===== config.mk =====
export PLATFORM = sky130hd
export DESIGN_NAME = sac_sequencer
export DESIGN_NICKNAME = d
export VERILOG_FILES = /design/src/sac_sequencer.v
export VERILOG_INCLUDE_DIRS = /design/src
export SDC_FILE = /design/constraint.sdc
export NUM_CORES = 1
export LEC_CHECK = 0
export BUFFER_PORTS_ARGS = -buffer_cell sky130_fd_sc_hd__buf_2
export CAP_MARGIN = 20
export CORE_ASPECT_RATIO = 0.75
export CORE_MARGIN = 2
export CORE_UTILIZATION = 30
export CTS_CLUSTER_DIAMETER = 200
export CTS_CLUSTER_SIZE = 30
export DETAILED_ROUTE_END_ITERATION = 16
export GPL_ROUTABILITY_DRIVEN = 0
export HOLD_SLACK_MARGIN = 0.03
export PLACE_DENSITY_LB_ADDON = 0.25
export SLEW_MARGIN = 20
export SYNTH_ARGS = -nofsm -noshare
export SYNTH_HDL_FRONTEND = slang
export SYNTH_SLANG_ARGS = --single-unit

===== constraint.sdc =====
create_clock -name core_clk_in -period 4.55 [get_ports core_clk_in]
set_clock_uncertainty 0.15 [all_clocks]
set_input_delay 0.455 -clock core_clk_in [delete_from_list [all_inputs] [get_ports core_clk_in]]
set_output_delay 0.455 -clock core_clk_in [all_outputs]
set_load 0.05 [all_outputs]

===== src/sac_consts.vh =====
`ifndef SAC_CONSTS_VH
`define SAC_CONSTS_VH

// Register byte addresses
`define SAC_A_CTRL   8'h00
`define SAC_A_CFG    8'h04
`define SAC_A_RESULT 8'h08
`define SAC_A_STATUS 8'h0C
`define SAC_A_MASK   8'h10
`define SAC_A_STATE  8'h14

// Control register fields
`define SAC_C_START  0
`define SAC_C_TRACK  1
`define SAC_C_LJST   2
`define SAC_C_TM_LO  3
`define SAC_C_TM_HI  4
`define SAC_C_BURST  5
`define SAC_C_EXTEN  6
`define SAC_C_WMASK  8'h7E

// Config register fields
`define SAC_F_DIV_LO 0
`define SAC_F_DIV_HI 4
`define SAC_F_RPT_LO 6
`define SAC_F_RPT_HI 7
`define SAC_F_TK_LO  8
`define SAC_F_TK_HI  11

// Status and mask bits
`define SAC_S_DONE   0
`define SAC_S_EXT    1

// Reset values
`define SAC_RST_CTRL 8'h00
`define SAC_RST_CFG  12'h004
`define SAC_RST_MASK 2'h0

// Tracking mode codes
`define SAC_TM_PRE   2'h0
`define SAC_TM_POST  2'h1
`define SAC_TM_DUAL  2'h3

// Repeat count codes
`define SAC_RPT_1    2'h0
`define SAC_RPT_4    2'h1
`define SAC_RPT_8    2'h2
`define SAC_RPT_16   2'h3

// Conversion step counts
`define SAC_TK_EXTRA   5'h02
`define SAC_STEP_START 4'h0
`define SAC_STEP_SAR1  4'h1
`define SAC_STEP_LAST  4'hD
`define SAC_STEP_DONE  4'hE
`define SAC_TRIAL_MSB  12'h800
`define SAC_RES_BITS   4'hC

`endif


===== src/sac_sequencer.v =====
// How it works
// - Mode 01b: tracking interval starts at convert start, conversion follows.
// - Post-tracking: input stays disconnected after conversion until next start.
// - Mode 11b: timed tracking, convert, then track continuously until next.
// - Subsystem clock is core clock or burst oscillator by select bit.
// - SAR clock is subsystem clock divided by the divider field plus one.
// - Sequencer is always in exactly one of tracking, converting, idle.
// - Pre-tracking: software tracks, conversion starts at once on start.
// - Timed tracking lasts setting plus two subsystem clock cycles.
// - Conversion is 13 SAR cycles plus two subsystem clock cycles.
// - Repeat one: 12-bit unsigned result, updated each conversion.
// - Left justify bit picks alignment: 0x0FFF or 0xFFF0 full scale.
// - Unused result bits read as zero.
// - Repeat above one: sum of series, updated after last conversion.
// - Repeat select allows series of 4, 8 or 16 samples.
// - External pin can also request a convert start.
//
// Design decisions made here: the register addresses and register access over Avalon-MM.
`include "sac_consts.vh"

module sac_sequencer (
  // Clock and reset
  input  wire        core_clk_in,
  input  wire        rst_in,
  // Avalon-MM slave
  input  wire [7:0]  avs_address_in,
  input  wire        avs_read_in,
  input  wire        avs_write_in,
  input  wire [31:0] avs_writedata_in,
  output reg  [31:0] avs_readdata_out,
  output wire        avs_waitrequest_out,
  // Interrupt
  output wire        irq_out,
  // Pins and analog front end
  input  wire        external_convert_start_in,
  input  wire        burst_osc_in,
  input  wire        comparator_in,
  output reg         sample_connect_out,
  output reg         sar_clk_out,
  output reg  [11:0] sar_trial_out,
  output reg  [1:0]  state_out
);

  // Sequencer states
  // Code 3 is never entered; the default arm returns it to idle
  localparam ST_IDLE  = 2'h0;
  localparam ST_TRACK = 2'h1;
  localparam ST_CONV  = 2'h2;

  // Last sample index of a series
  // A repeat code of one makes every sample the last
  function [3:0] rpt_last;
    input [1:0] sel;
    begin
      case (sel)
        `SAC_RPT_4:  rpt_last = 4'h3;
        `SAC_RPT_8:  rpt_last = 4'h7;
        `SAC_RPT_16: rpt_last = 4'hF;
        default:     rpt_last = 4'h0;
      endcase
    end
  endfunction

  // Register select; one compare shared by write strobes and read mux
  function reg_hit;
    input [7:0] addr;
    input [7:0] base;
    begin
      reg_hit = (addr == base);
    end
  endfunction

  // Software registers
  reg  [7:0]  ctrl;
  reg  [11:0] cfg;
  reg  [1:0]  status;
  reg  [1:0]  mask;
  reg  [15:0] result;

  // Bus handshake
  reg         ack;

  // Synchronisers
  reg  [2:0]  bsync;
  reg  [2:0]  esync;
  reg  [1:0]  csync;

  // Sequencer
  reg  [1:0]  state;
  reg         pend;
  reg  [4:0]  trk_cnt;
  reg  [3:0]  step;
  reg  [4:0]  div_cnt;
  reg  [15:0] acc;
  reg  [3:0]  smp_cnt;
  reg         done_pulse;

  // Combinational helpers
  reg  [11:0] next_code;
  reg  [31:0] next_rdata;
  reg         next_connect;

  // Field views
  // Tracking setting is four bits, so the interval runs 2 to 17 ticks
  wire [1:0]  tm    = ctrl[`SAC_C_TM_HI:`SAC_C_TM_LO];
  wire        ljst  = ctrl[`SAC_C_LJST];
  wire        burst = ctrl[`SAC_C_BURST];
  wire [4:0]  div   = cfg[`SAC_F_DIV_HI:`SAC_F_DIV_LO];
  wire [1:0]  rpt   = cfg[`SAC_F_RPT_HI:`SAC_F_RPT_LO];
  wire [3:0]  tk    = cfg[`SAC_F_TK_HI:`SAC_F_TK_LO];

  // Bus strobes: one wait state, then the access completes
  // Waitrequest is combinational so an idle bus never stalls
  wire        req   = avs_read_in | avs_write_in;
  wire        wr_go = avs_write_in & ack;
  wire        rd_go = avs_read_in & ack;
  assign avs_waitrequest_out = req & ~ack;

  wire        wr_ctrl = wr_go && reg_hit(avs_address_in, `SAC_A_CTRL);
  wire        wr_cfg  = wr_go && reg_hit(avs_address_in, `SAC_A_CFG);
  wire        wr_mask = wr_go && reg_hit(avs_address_in, `SAC_A_MASK);
  wire        rd_stat = rd_go && reg_hit(avs_address_in, `SAC_A_STATUS);

  // Clear only bits that the read returned; a later event survives
  wire [1:0]  rd_clr  = avs_readdata_out[1:0] & {2{rd_stat}};

  // Subsystem clock tick; burst oscillator edge seen after sync
  // Burst ticks come once per oscillator period, far slower than the core
  wire        burst_rise = bsync[1] & ~bsync[2];
  wire        converter_subsystem_clock_tick  = burst ? burst_rise : 1'b1;

  // External start edge, only after two flops
  // Held pin levels start nothing; only a fresh rising edge counts
  wire        ext_rise = esync[1] & ~esync[2] & ctrl[`SAC_C_EXTEN];
  wire        sw_start = wr_ctrl & avs_writedata_in[`SAC_C_START];
  wire        start_req = sw_start | ext_rise;

  // Start taken on a subsystem tick while idle
  // In burst mode a start may wait several core cycles here
  wire        take = converter_subsystem_clock_tick & (state == ST_IDLE) & pend;

  // SAR clock edge at the end of each divided period
  wire        sar_phase = (state == ST_CONV) && (step != `SAC_STEP_START) &&
                          (step != `SAC_STEP_DONE);
  wire        sar_tick  = converter_subsystem_clock_tick & sar_phase & (div_cnt == div);

  // Bit under test during SAR steps
  wire [3:0]  bit_idx  = `SAC_STEP_LAST - step;
  wire [3:0]  bit_next = bit_idx - 4'h1;

  // Series arithmetic, 16 bits so sixteen 12-bit samples fit
  // Left justify is ignored for sums; software keeps it clear
  wire [15:0] sum       = acc + {4'h0, sar_trial_out};
  wire        last_smp  = smp_cnt >= rpt_last(rpt);
  wire [15:0] aligned   = ljst ? {sar_trial_out, 4'h0}
                               : {4'h0, sar_trial_out};

  // Level interrupt from any unmasked sticky bit
  assign irq_out = |(status & mask);

  // Bus acknowledge: pulse one cycle after the request appears
  // Fixed single wait state keeps read data a registered output
  always @(posedge core_clk_in or posedge rst_in) begin
    if (rst_in) begin
      ack <= 1'b0;
    end else begin
      ack <= req & ~ack;
    end
  end

  // Read mux; unmapped addresses read zero
  // Reads have no side effect here; status clear happens on the ack edge
  always @* begin
    next_rdata = 32'h0000_0000;
    if (reg_hit(avs_address_in, `SAC_A_CTRL)) begin
      next_rdata[7:0] = ctrl;
    end else if (reg_hit(avs_address_in, `SAC_A_CFG)) begin
      next_rdata[11:0] = cfg;
    end else if (reg_hit(avs_address_in, `SAC_A_RESULT)) begin
      next_rdata[15:0] = result;
    end else if (reg_hit(avs_address_in, `SAC_A_STATUS)) begin
      next_rdata[1:0] = status;
    end else if (reg_hit(avs_address_in, `SAC_A_MASK)) begin
      next_rdata[1:0] = mask;
    end else if (reg_hit(avs_address_in, `SAC_A_STATE)) begin
      next_rdata[2:0] = {pend, state};
    end
  end

  // Read data registered so it stands when waitrequest drops
  // Captured on the first request cycle; status clear uses this copy
  always @(posedge core_clk_in or posedge rst_in) begin
    if (rst_in) begin
      avs_readdata_out <= 32'h0000_0000;
    end else if (avs_read_in & ~ack) begin
      avs_readdata_out <= next_rdata;
    end
  end

  // Software registers; start bit never stored, it only pulses
  // Config is taken whole; a rewrite mid-conversion applies at once
  always @(posedge core_clk_in or posedge rst_in) begin
    if (rst_in) begin
      ctrl <= `SAC_RST_CTRL;
      cfg  <= `SAC_RST_CFG;
      mask <= `SAC_RST_MASK;
    end else begin
      if (wr_ctrl) begin
        ctrl <= avs_writedata_in[7:0] & `SAC_C_WMASK;
      end
      if (wr_cfg) begin
        cfg <= avs_writedata_in[11:0];
      end
      if (wr_mask) begin
        mask <= avs_writedata_in[1:0];
      end
    end
  end

  // Sticky status; a new event beats the clear-on-read
  always @(posedge core_clk_in or posedge rst_in) begin
    if (rst_in) begin
      status <= 2'h0;
    end else begin
      status <= (status & ~rd_clr) |
                {ext_rise, done_pulse};
    end
  end

  // Two-flop synchronisers; third flop only for edge detection
  // Logic reads only the second and third flops, never the metastable first
  always @(posedge core_clk_in or posedge rst_in) begin
    if (rst_in) begin
      bsync <= 3'h0;
      esync <= 3'h0;
      csync <= 2'h0;
    end else begin
      bsync <= {bsync[1:0], burst_osc_in};
      esync <= {esync[1:0], external_convert_start_in};
      csync <= {csync[0], comparator_in};
    end
  end

  // Next SAR trial word
  // Comparator arrives two cycles late; divider of two or more covers it
  // Steps outside the SAR window leave the word untouched
  always @* begin
    next_code = sar_trial_out;
    if (step == `SAC_STEP_SAR1) begin
      next_code = `SAC_TRIAL_MSB;
    end else if (bit_idx < `SAC_RES_BITS) begin
      next_code[bit_idx] = csync[1];
      if (bit_idx != 4'h0) begin
        next_code[bit_next] = 1'b1;
      end
    end
  end

  // Pending start; starts while busy are dropped
  // Not queued: a start during a conversion would upset the series count
  always @(posedge core_clk_in or posedge rst_in) begin
    if (rst_in) begin
      pend <= 1'b0;
    end else begin
      pend <= (pend & ~take) |
              (start_req & (state == ST_IDLE) & ~take);
    end
  end

  // Main sequencer; only one state code is ever held
  // Step 0 is the start tick, 1 to 13 are SAR periods, 14 the finish tick
  // Every counter advances only on a subsystem tick, so burst mode
  // stretches the whole sequence without changing any count
  always @(posedge core_clk_in or posedge rst_in) begin
    if (rst_in) begin
      state         <= ST_IDLE;
      trk_cnt       <= 5'h00;
      step          <= `SAC_STEP_START;
      div_cnt       <= 5'h00;
      sar_trial_out <= 12'h000;
      acc           <= 16'h0000;
      smp_cnt       <= 4'h0;
      result        <= 16'h0000;
      done_pulse    <= 1'b0;
    end else begin
      done_pulse <= 1'b0;
      if (converter_subsystem_clock_tick) begin
        case (state)
          ST_IDLE: begin
            if (pend) begin
              if (tm == `SAC_TM_POST || tm == `SAC_TM_DUAL) begin
                state   <= ST_TRACK;
                trk_cnt <= 5'h00;
              end else begin
                state <= ST_CONV;
                step  <= `SAC_STEP_START;
              end
            end
          end
          ST_TRACK: begin
            if (trk_cnt == {1'b0, tk} + `SAC_TK_EXTRA - 5'h01) begin
              state <= ST_CONV;
              step  <= `SAC_STEP_START;
            end else begin
              trk_cnt <= trk_cnt + 5'h01;
            end
          end
          ST_CONV: begin
            if (step == `SAC_STEP_START) begin
              step    <= `SAC_STEP_SAR1;
              div_cnt <= 5'h00;
            end else if (step == `SAC_STEP_DONE) begin
              state <= ST_IDLE;
              if (last_smp) begin
                result     <= (rpt == `SAC_RPT_1) ? aligned : sum;
                done_pulse <= 1'b1;
                acc        <= 16'h0000;
                smp_cnt    <= 4'h0;
              end else begin
                acc     <= sum;
                smp_cnt <= smp_cnt + 4'h1;
              end
            end else if (sar_tick) begin
              div_cnt       <= 5'h00;
              sar_trial_out <= next_code;
              step          <= step + 4'h1;
            end else begin
              div_cnt <= div_cnt + 5'h01;
            end
          end
          default: begin
            state <= ST_IDLE;
          end
        endcase
      end
    end
  end

  // Sampling switch per mode; idle behaviour differs by mode
  // Post mode leaves the input floating between conversions
  always @* begin
    next_connect = 1'b0;
    case (state)
      ST_TRACK: next_connect = 1'b1;
      ST_CONV:  next_connect = 1'b0;
      default: begin
        if (tm == `SAC_TM_POST) begin
          next_connect = 1'b0;
        end else if (tm == `SAC_TM_DUAL) begin
          next_connect = 1'b1;
        end else begin
          next_connect = ctrl[`SAC_C_TRACK];
        end
      end
    endcase
  end

  // Registered pin outputs
  // State pin lags the sequencer by one cycle
  always @(posedge core_clk_in or posedge rst_in) begin
    if (rst_in) begin
      sample_connect_out <= 1'b0;
      sar_clk_out        <= 1'b0;
      state_out          <= ST_IDLE;
    end else begin
      sample_connect_out <= next_connect;
      sar_clk_out        <= sar_phase && (div_cnt <= {1'b0, div[4:1]});
      state_out          <= state;
    end
  end

endmodule // sac_sequencer


Yosys cells after proc, flatten, opt, wreduce, memory -nomap -nowiden --
Cells that the tools add are included.
Storage, ports and cells: flip-flop bits (word level) 117, input port bits 47
Cells by class: add/sub/neg operators 9, $lt $le $gt $ge 7, eq/ne operators 27, muxes and demuxes 53, bitwise operators 30, reductions and logical operators 27
Operators with widths (count):
- $mux W12 | 4
- $mux W16 | 3
- $mux W4 | 8
- $mux W5 | 6
- $pmux W4 S3 | 2
- $add A16 B12 Y16 | 1
- $eq A8 B4 Y1 const B | 2
- $eq A8 B5 Y1 const B | 2
- $mux W8 | 2
- $and A1 B1 Y1 | 15
- $reduce_and A5 Y1 | 3
- $mux W2 | 7
- $mux W13 | 1
- $bwmux W12 | 1
- $mux W1 | 12
- $ne A2 B2 Y1 const B | 6
- $or A12 B12 Y12 | 1
- $add A5 B1 Y5 const B | 2
- $eq A5 B5 Y1 | 2
- $lt A4 B5 Y1 const B | 2
- $pmux W5 S2 | 1
- $logic_and A1 B1 Y1 | 9
- $add A4 B1 Y4 const B | 2
- $demux W1 S4 | 2
- other kinds (37) | 57

Depth between registers and ports, before layout --
word-level depth 10, gate-level depth with buffers 12, gate-level depth less buffers 9

Worst setup path before layout --
OpenSTA, ideal clock, no wires.
path type flip-flop to flip-flop, start point register cfg[6], end point register result[12], library setup time 0.087 ns, arrival time 2.654 ns, path slack 1.660 ns, cell stages (with the launch flop) 13, path buffers 4, path through dfrtp_1 > or2_2 > clkbuf_1 > clkbuf_1 > ha_1 > nand2b_1 > a2111oi_0 > a21oi_1 > nand2_1 > buf_2 > buf_1 > nand2_1 > o211ai_1
On the way: longest elaborated chain between the ends 4, elaborated cells on any way between the ends 8, classes of those cells order compare (1); eq/ne (3); mux (2); reduce/logical (2)
RTL lines:
- from (decl) | RTL line sac_sequencer.v:75 | reg [11:0] cfg;
- from (signal assigned) | RTL line sac_sequencer.v:205 | cfg <= `SAC_RST_CFG;
- from (signal assigned) | RTL line sac_sequencer.v:212 | cfg <= avs_writedata_in[11:0];
- $eq A2 B2 Y1 / $eq A2 B1 Y1 (equally long branches) | RTL line sac_sequencer.v:55 | case (sel)
- $pmux W4 S3 | RTL line sac_sequencer.v:55
- $ge A4 B4 Y1 | RTL line sac_sequencer.v:154 | wire last_smp = smp_cnt >= rpt_last(rpt);
- $reduce_and A5 Y1 (no source line)
- to (signal assigned) | RTL line sac_sequencer.v:315 | result <= (rpt == `SAC_RPT_1) ? aligned : sum;
- to (decl) | RTL line sac_sequencer.v:78 | reg [15:0] result;
Several ways; a longest one is shown, not always the timed one. A chain may end at the register's enable or synchronous reset.

Worst setup path after layout --
start point register cfg[6], end point register result[9]
Same word-level chain as after synthesis.

==> summary.txt <==
CTS
  • Clock-pin slew on the worst setup and hold paths: 0.06 ns
  • Cts bufs inserted: 17
  • Max Buffers Root-to-Sink: 2
  • Clk Tree Root Cell: clkbuf_16
  • Clk sinks: 117
  • CTS tree: built
  • Clk Latency, worst-skew pair: 0.42 ns
  • H-tree Lvls: 4
  • CTS resizes: 0

Worst setup path
  • Critical Path Fanout Max: 18
  • R2r startpoint: cfg[6]$_DFFE_PP0P_
  • Crit path capture type: flop
  • Kind of critical path: reg -> reg
  • R2R setup slack: 1.24 ns
  • Worst Path Required: 4.70 ns
  • Startpoint Class: flop
  • Reg2Reg Depth: 9
  • Arr. time, crit path: 3.45 ns
  • R2R Path End: result[9]$_DFFE_PP0P_

Global route
  • Initial antenna violation count: 0
  • Vias in the first global route: 4930
  • Total GRT Usage: 15.4%
  • Grt ovf: 0
  • First-pass GRT wire length: 28300 um
  • Largest net degree at the start of global routing: 69

Detailed routing
  • Final wirelength: 17500 um
  • DRT antenna net count: 0
  • Routed len/inst: 16.4 um
  • DR pass1 iterations: 4
  • # DRC: 0
  • Iteration-0 DRC count of the detailed router: 400
  • DR vias: 5336
  • Via density: 4.98

Floorplan
  • Die area: 23800 sq um
  • Initial Util: 30.6%
  • Die width: 177 um
  • Die height: 134 um
  • Core Region: 22100 sq um
  • Boundary Pins: 97
  • FP Rows: 47

Placement
  • Cell total after placement: 1037
  • Port Buf Inserts: 60
  • Detailed Place HPWL: 12600 um
  • Placed cell area: 7280 sq um

Final layout
  • Register area: 2930 sq um
  • Post-route cell area: 7880 sq um
  • Share of cells above drive strength 1: 17.2%
  • Area growth, synth to finish: 16.4%
  • Multi-input logic area: 3510 sq um
  • # diodes: 0
  • Final cell count without fillers: 1072
  • Fill cells: 2299
  • # nets final: 849
  • Final Util: 35.7%

Timing
  • Endpoints failing setup: 0
  • Final Critical Period: 3.31 ns
  • Tcrit/Tclk final: 72.7%
  • Max-slew violations: 0
  • Hold Fails Final Rpt: 0
  • Worst Hold Slack: 0.0692 ns
  • RSZ-0062 raised after global routing: no
  • Achievable frequency: 302 MHz
  • Setup_tns: 0 ns
  • Slew of the pin with the lowest slew margin: 0.921 ns
  • Rel. slew slack: 38.6%

Run
  • Max cap viols: 0

Synth
  • Yosys reg bits: 117
  • Synth area leaders: dfrtp_1 43%, ha_1 6.7%, nand2_1 5.2%
  • Ys async rst share: 100%
  • Yosys top cell by area: dfrtp_1
  • Post-synth top flop: dfrtp_1
  • Synth cell types: 75
  • Post-synthesis cell area: 6770 sq um
  • Mapped Avg Cell Area: 9.58 sq um
  • Synth warn: 0
  • Cells after Synth: 707
  • Area share of the largest cell type after synthesis: 42.9%
  • Post-synth EDFFs: 0
  • Sequential element share of the synthesized area: 43.3%

Pwr
  • Leakage: 3.81 nW
  • VDD IR max: 0.193 mV
  • P per Cell Area: 371 nW/um^2

Run status
  • Outcome: finished clean

Hold path
  • Worst hold-check path type: in -> async
## synthesized netlist by cell type (17+ instances only)
cell / instances
o21ai_0: 55
ha_1: 36
dfrtp_1: 116
a21oi_1: 46
clkbuf_1: 17
nor2_1: 38
xnor2_1: 17
inv_1: 32
buf_4: 19
mux2i_1: 18
nand2_1: 93
## placed cells by master, fill, tap and decap left out, types with 10 or more instances in the layout
cell	n
nand3_1	14
mux2i_1	18
xor2_1	13
a22o_1	14
clkbuf_16	17
and3_1	10
nor2_1	38
inv_1	31
nand2_1	93
a21o_1	14
buf_2	60
o21ai_0	55
mux2_2	15
ha_1	36
xnor2_1	17
a31oi_1	11
dfrtp_1	116
conb_1	16
nor3_1	15
a21oi_1	46
## kinds of logic (layout without fill, tap and decap cells)
logic type               Yosys count  count (layout)  share of synthesized area (%)
flip-flops                       117             117                           43.3
XOR/XNOR                          30              30                           3.88
buffers and inverters             78             134                           5.71
AO/OA/AOI/OAI                    203             203                           20.3
adder cells (fa/ha/maj)           37              37                           6.95
other                              1              16                         0.0554
AND/OR/NAND/NOR                  206             206                           14.3
multiplexers                      35              35                           5.49
## metal layers
layer	global-route usage (%)	share of wire, %	up-vias
met5	0	0	-
met4	3.96	0.73	0
met3	3.20	3.4	11
met2	21.0	42	106
met1	24.1	54	2588
li1	-	-	2631
## power breakdown
group	internal (mW)	switching, mW	total, mW
Sequential	1.08	0.0483	1.13
Combinational	0.159	0.330	0.489
Clock	0.772	0.531	1.30
## sequential cells by signal, indices dropped and copies added, names as in the netlist, 4 cells and up
name	cells
acc	16
avs_readdata_out	16
result	16
cfg	12
sar_trial_out	12
ctrl	6
div_cnt	5
trk_cnt	5
smp_cnt	4
step	4
## area by class of cell
class	count	share of cell area (%)
Multi-Input combinational cell	527	44.6
Tap cell	294	4.67
Sequential cell	117	37.2
Inverter	32	1.56
Clock buffer	19	5.62
Clock inverter	13	1.57
Timing Repair Buffer	70	4.86
## worst max-delay path by stage
| stage | from | endpoint | slack [ns] | cells after the start |
|---|---|---|---|---|
| 3_5_place_dp | cfg[6]$_DFFE_PP0P_ | result[6]$_DFFE_PP0P_ | 1.24 | 9 |
| 4_1_cts | cfg[6]$_DFFE_PP0P_ | result[9]$_DFFE_PP0P_ | 1.23 | 9 |
| 5_1_grt | cfg[6]$_DFFE_PP0P_ | result[9]$_DFFE_PP0P_ | 0.88 | 9 |
| 2_1_floorplan | rst_in | acc[0]$_DFFE_PP0P_ | 0.85 | 1 |
| 3_3_place_gp | cfg[6]$_DFFE_PP0P_ | result[9]$_DFFE_PP0P_ | 1.29 | 9 |
| 6_report | cfg[6]$_DFFE_PP0P_ | result[9]$_DFFE_PP0P_ | 1.24 | 9 |
## stage by stage
stage	power, mW	setup WS [ns]
detailed placement	1.63	1.24
finish	2.92	1.24
global placement	1.63	1.29
floorplan	1.52	0.846
global route	3.06	0.880
CTS	2.94	1.23
## worst max-delay path, cell delays in order, from the launching register on
cell and delay (ns):
dfrtp_1 0.40, or2_2 0.46, inv_1 0.37, ha_1 0.32, a2111oi_0 0.35, a21oi_1 0.12, nand2_1 0.38, buf_4 0.30
nor3_1 0.07, a221o_1 0.27
## timing repair
action,in CTS,in global routing
hold buffers,3,0
buffers inserted,0,0
hold endpoints to repair,3,0
(Power assumes the default switching activity.)
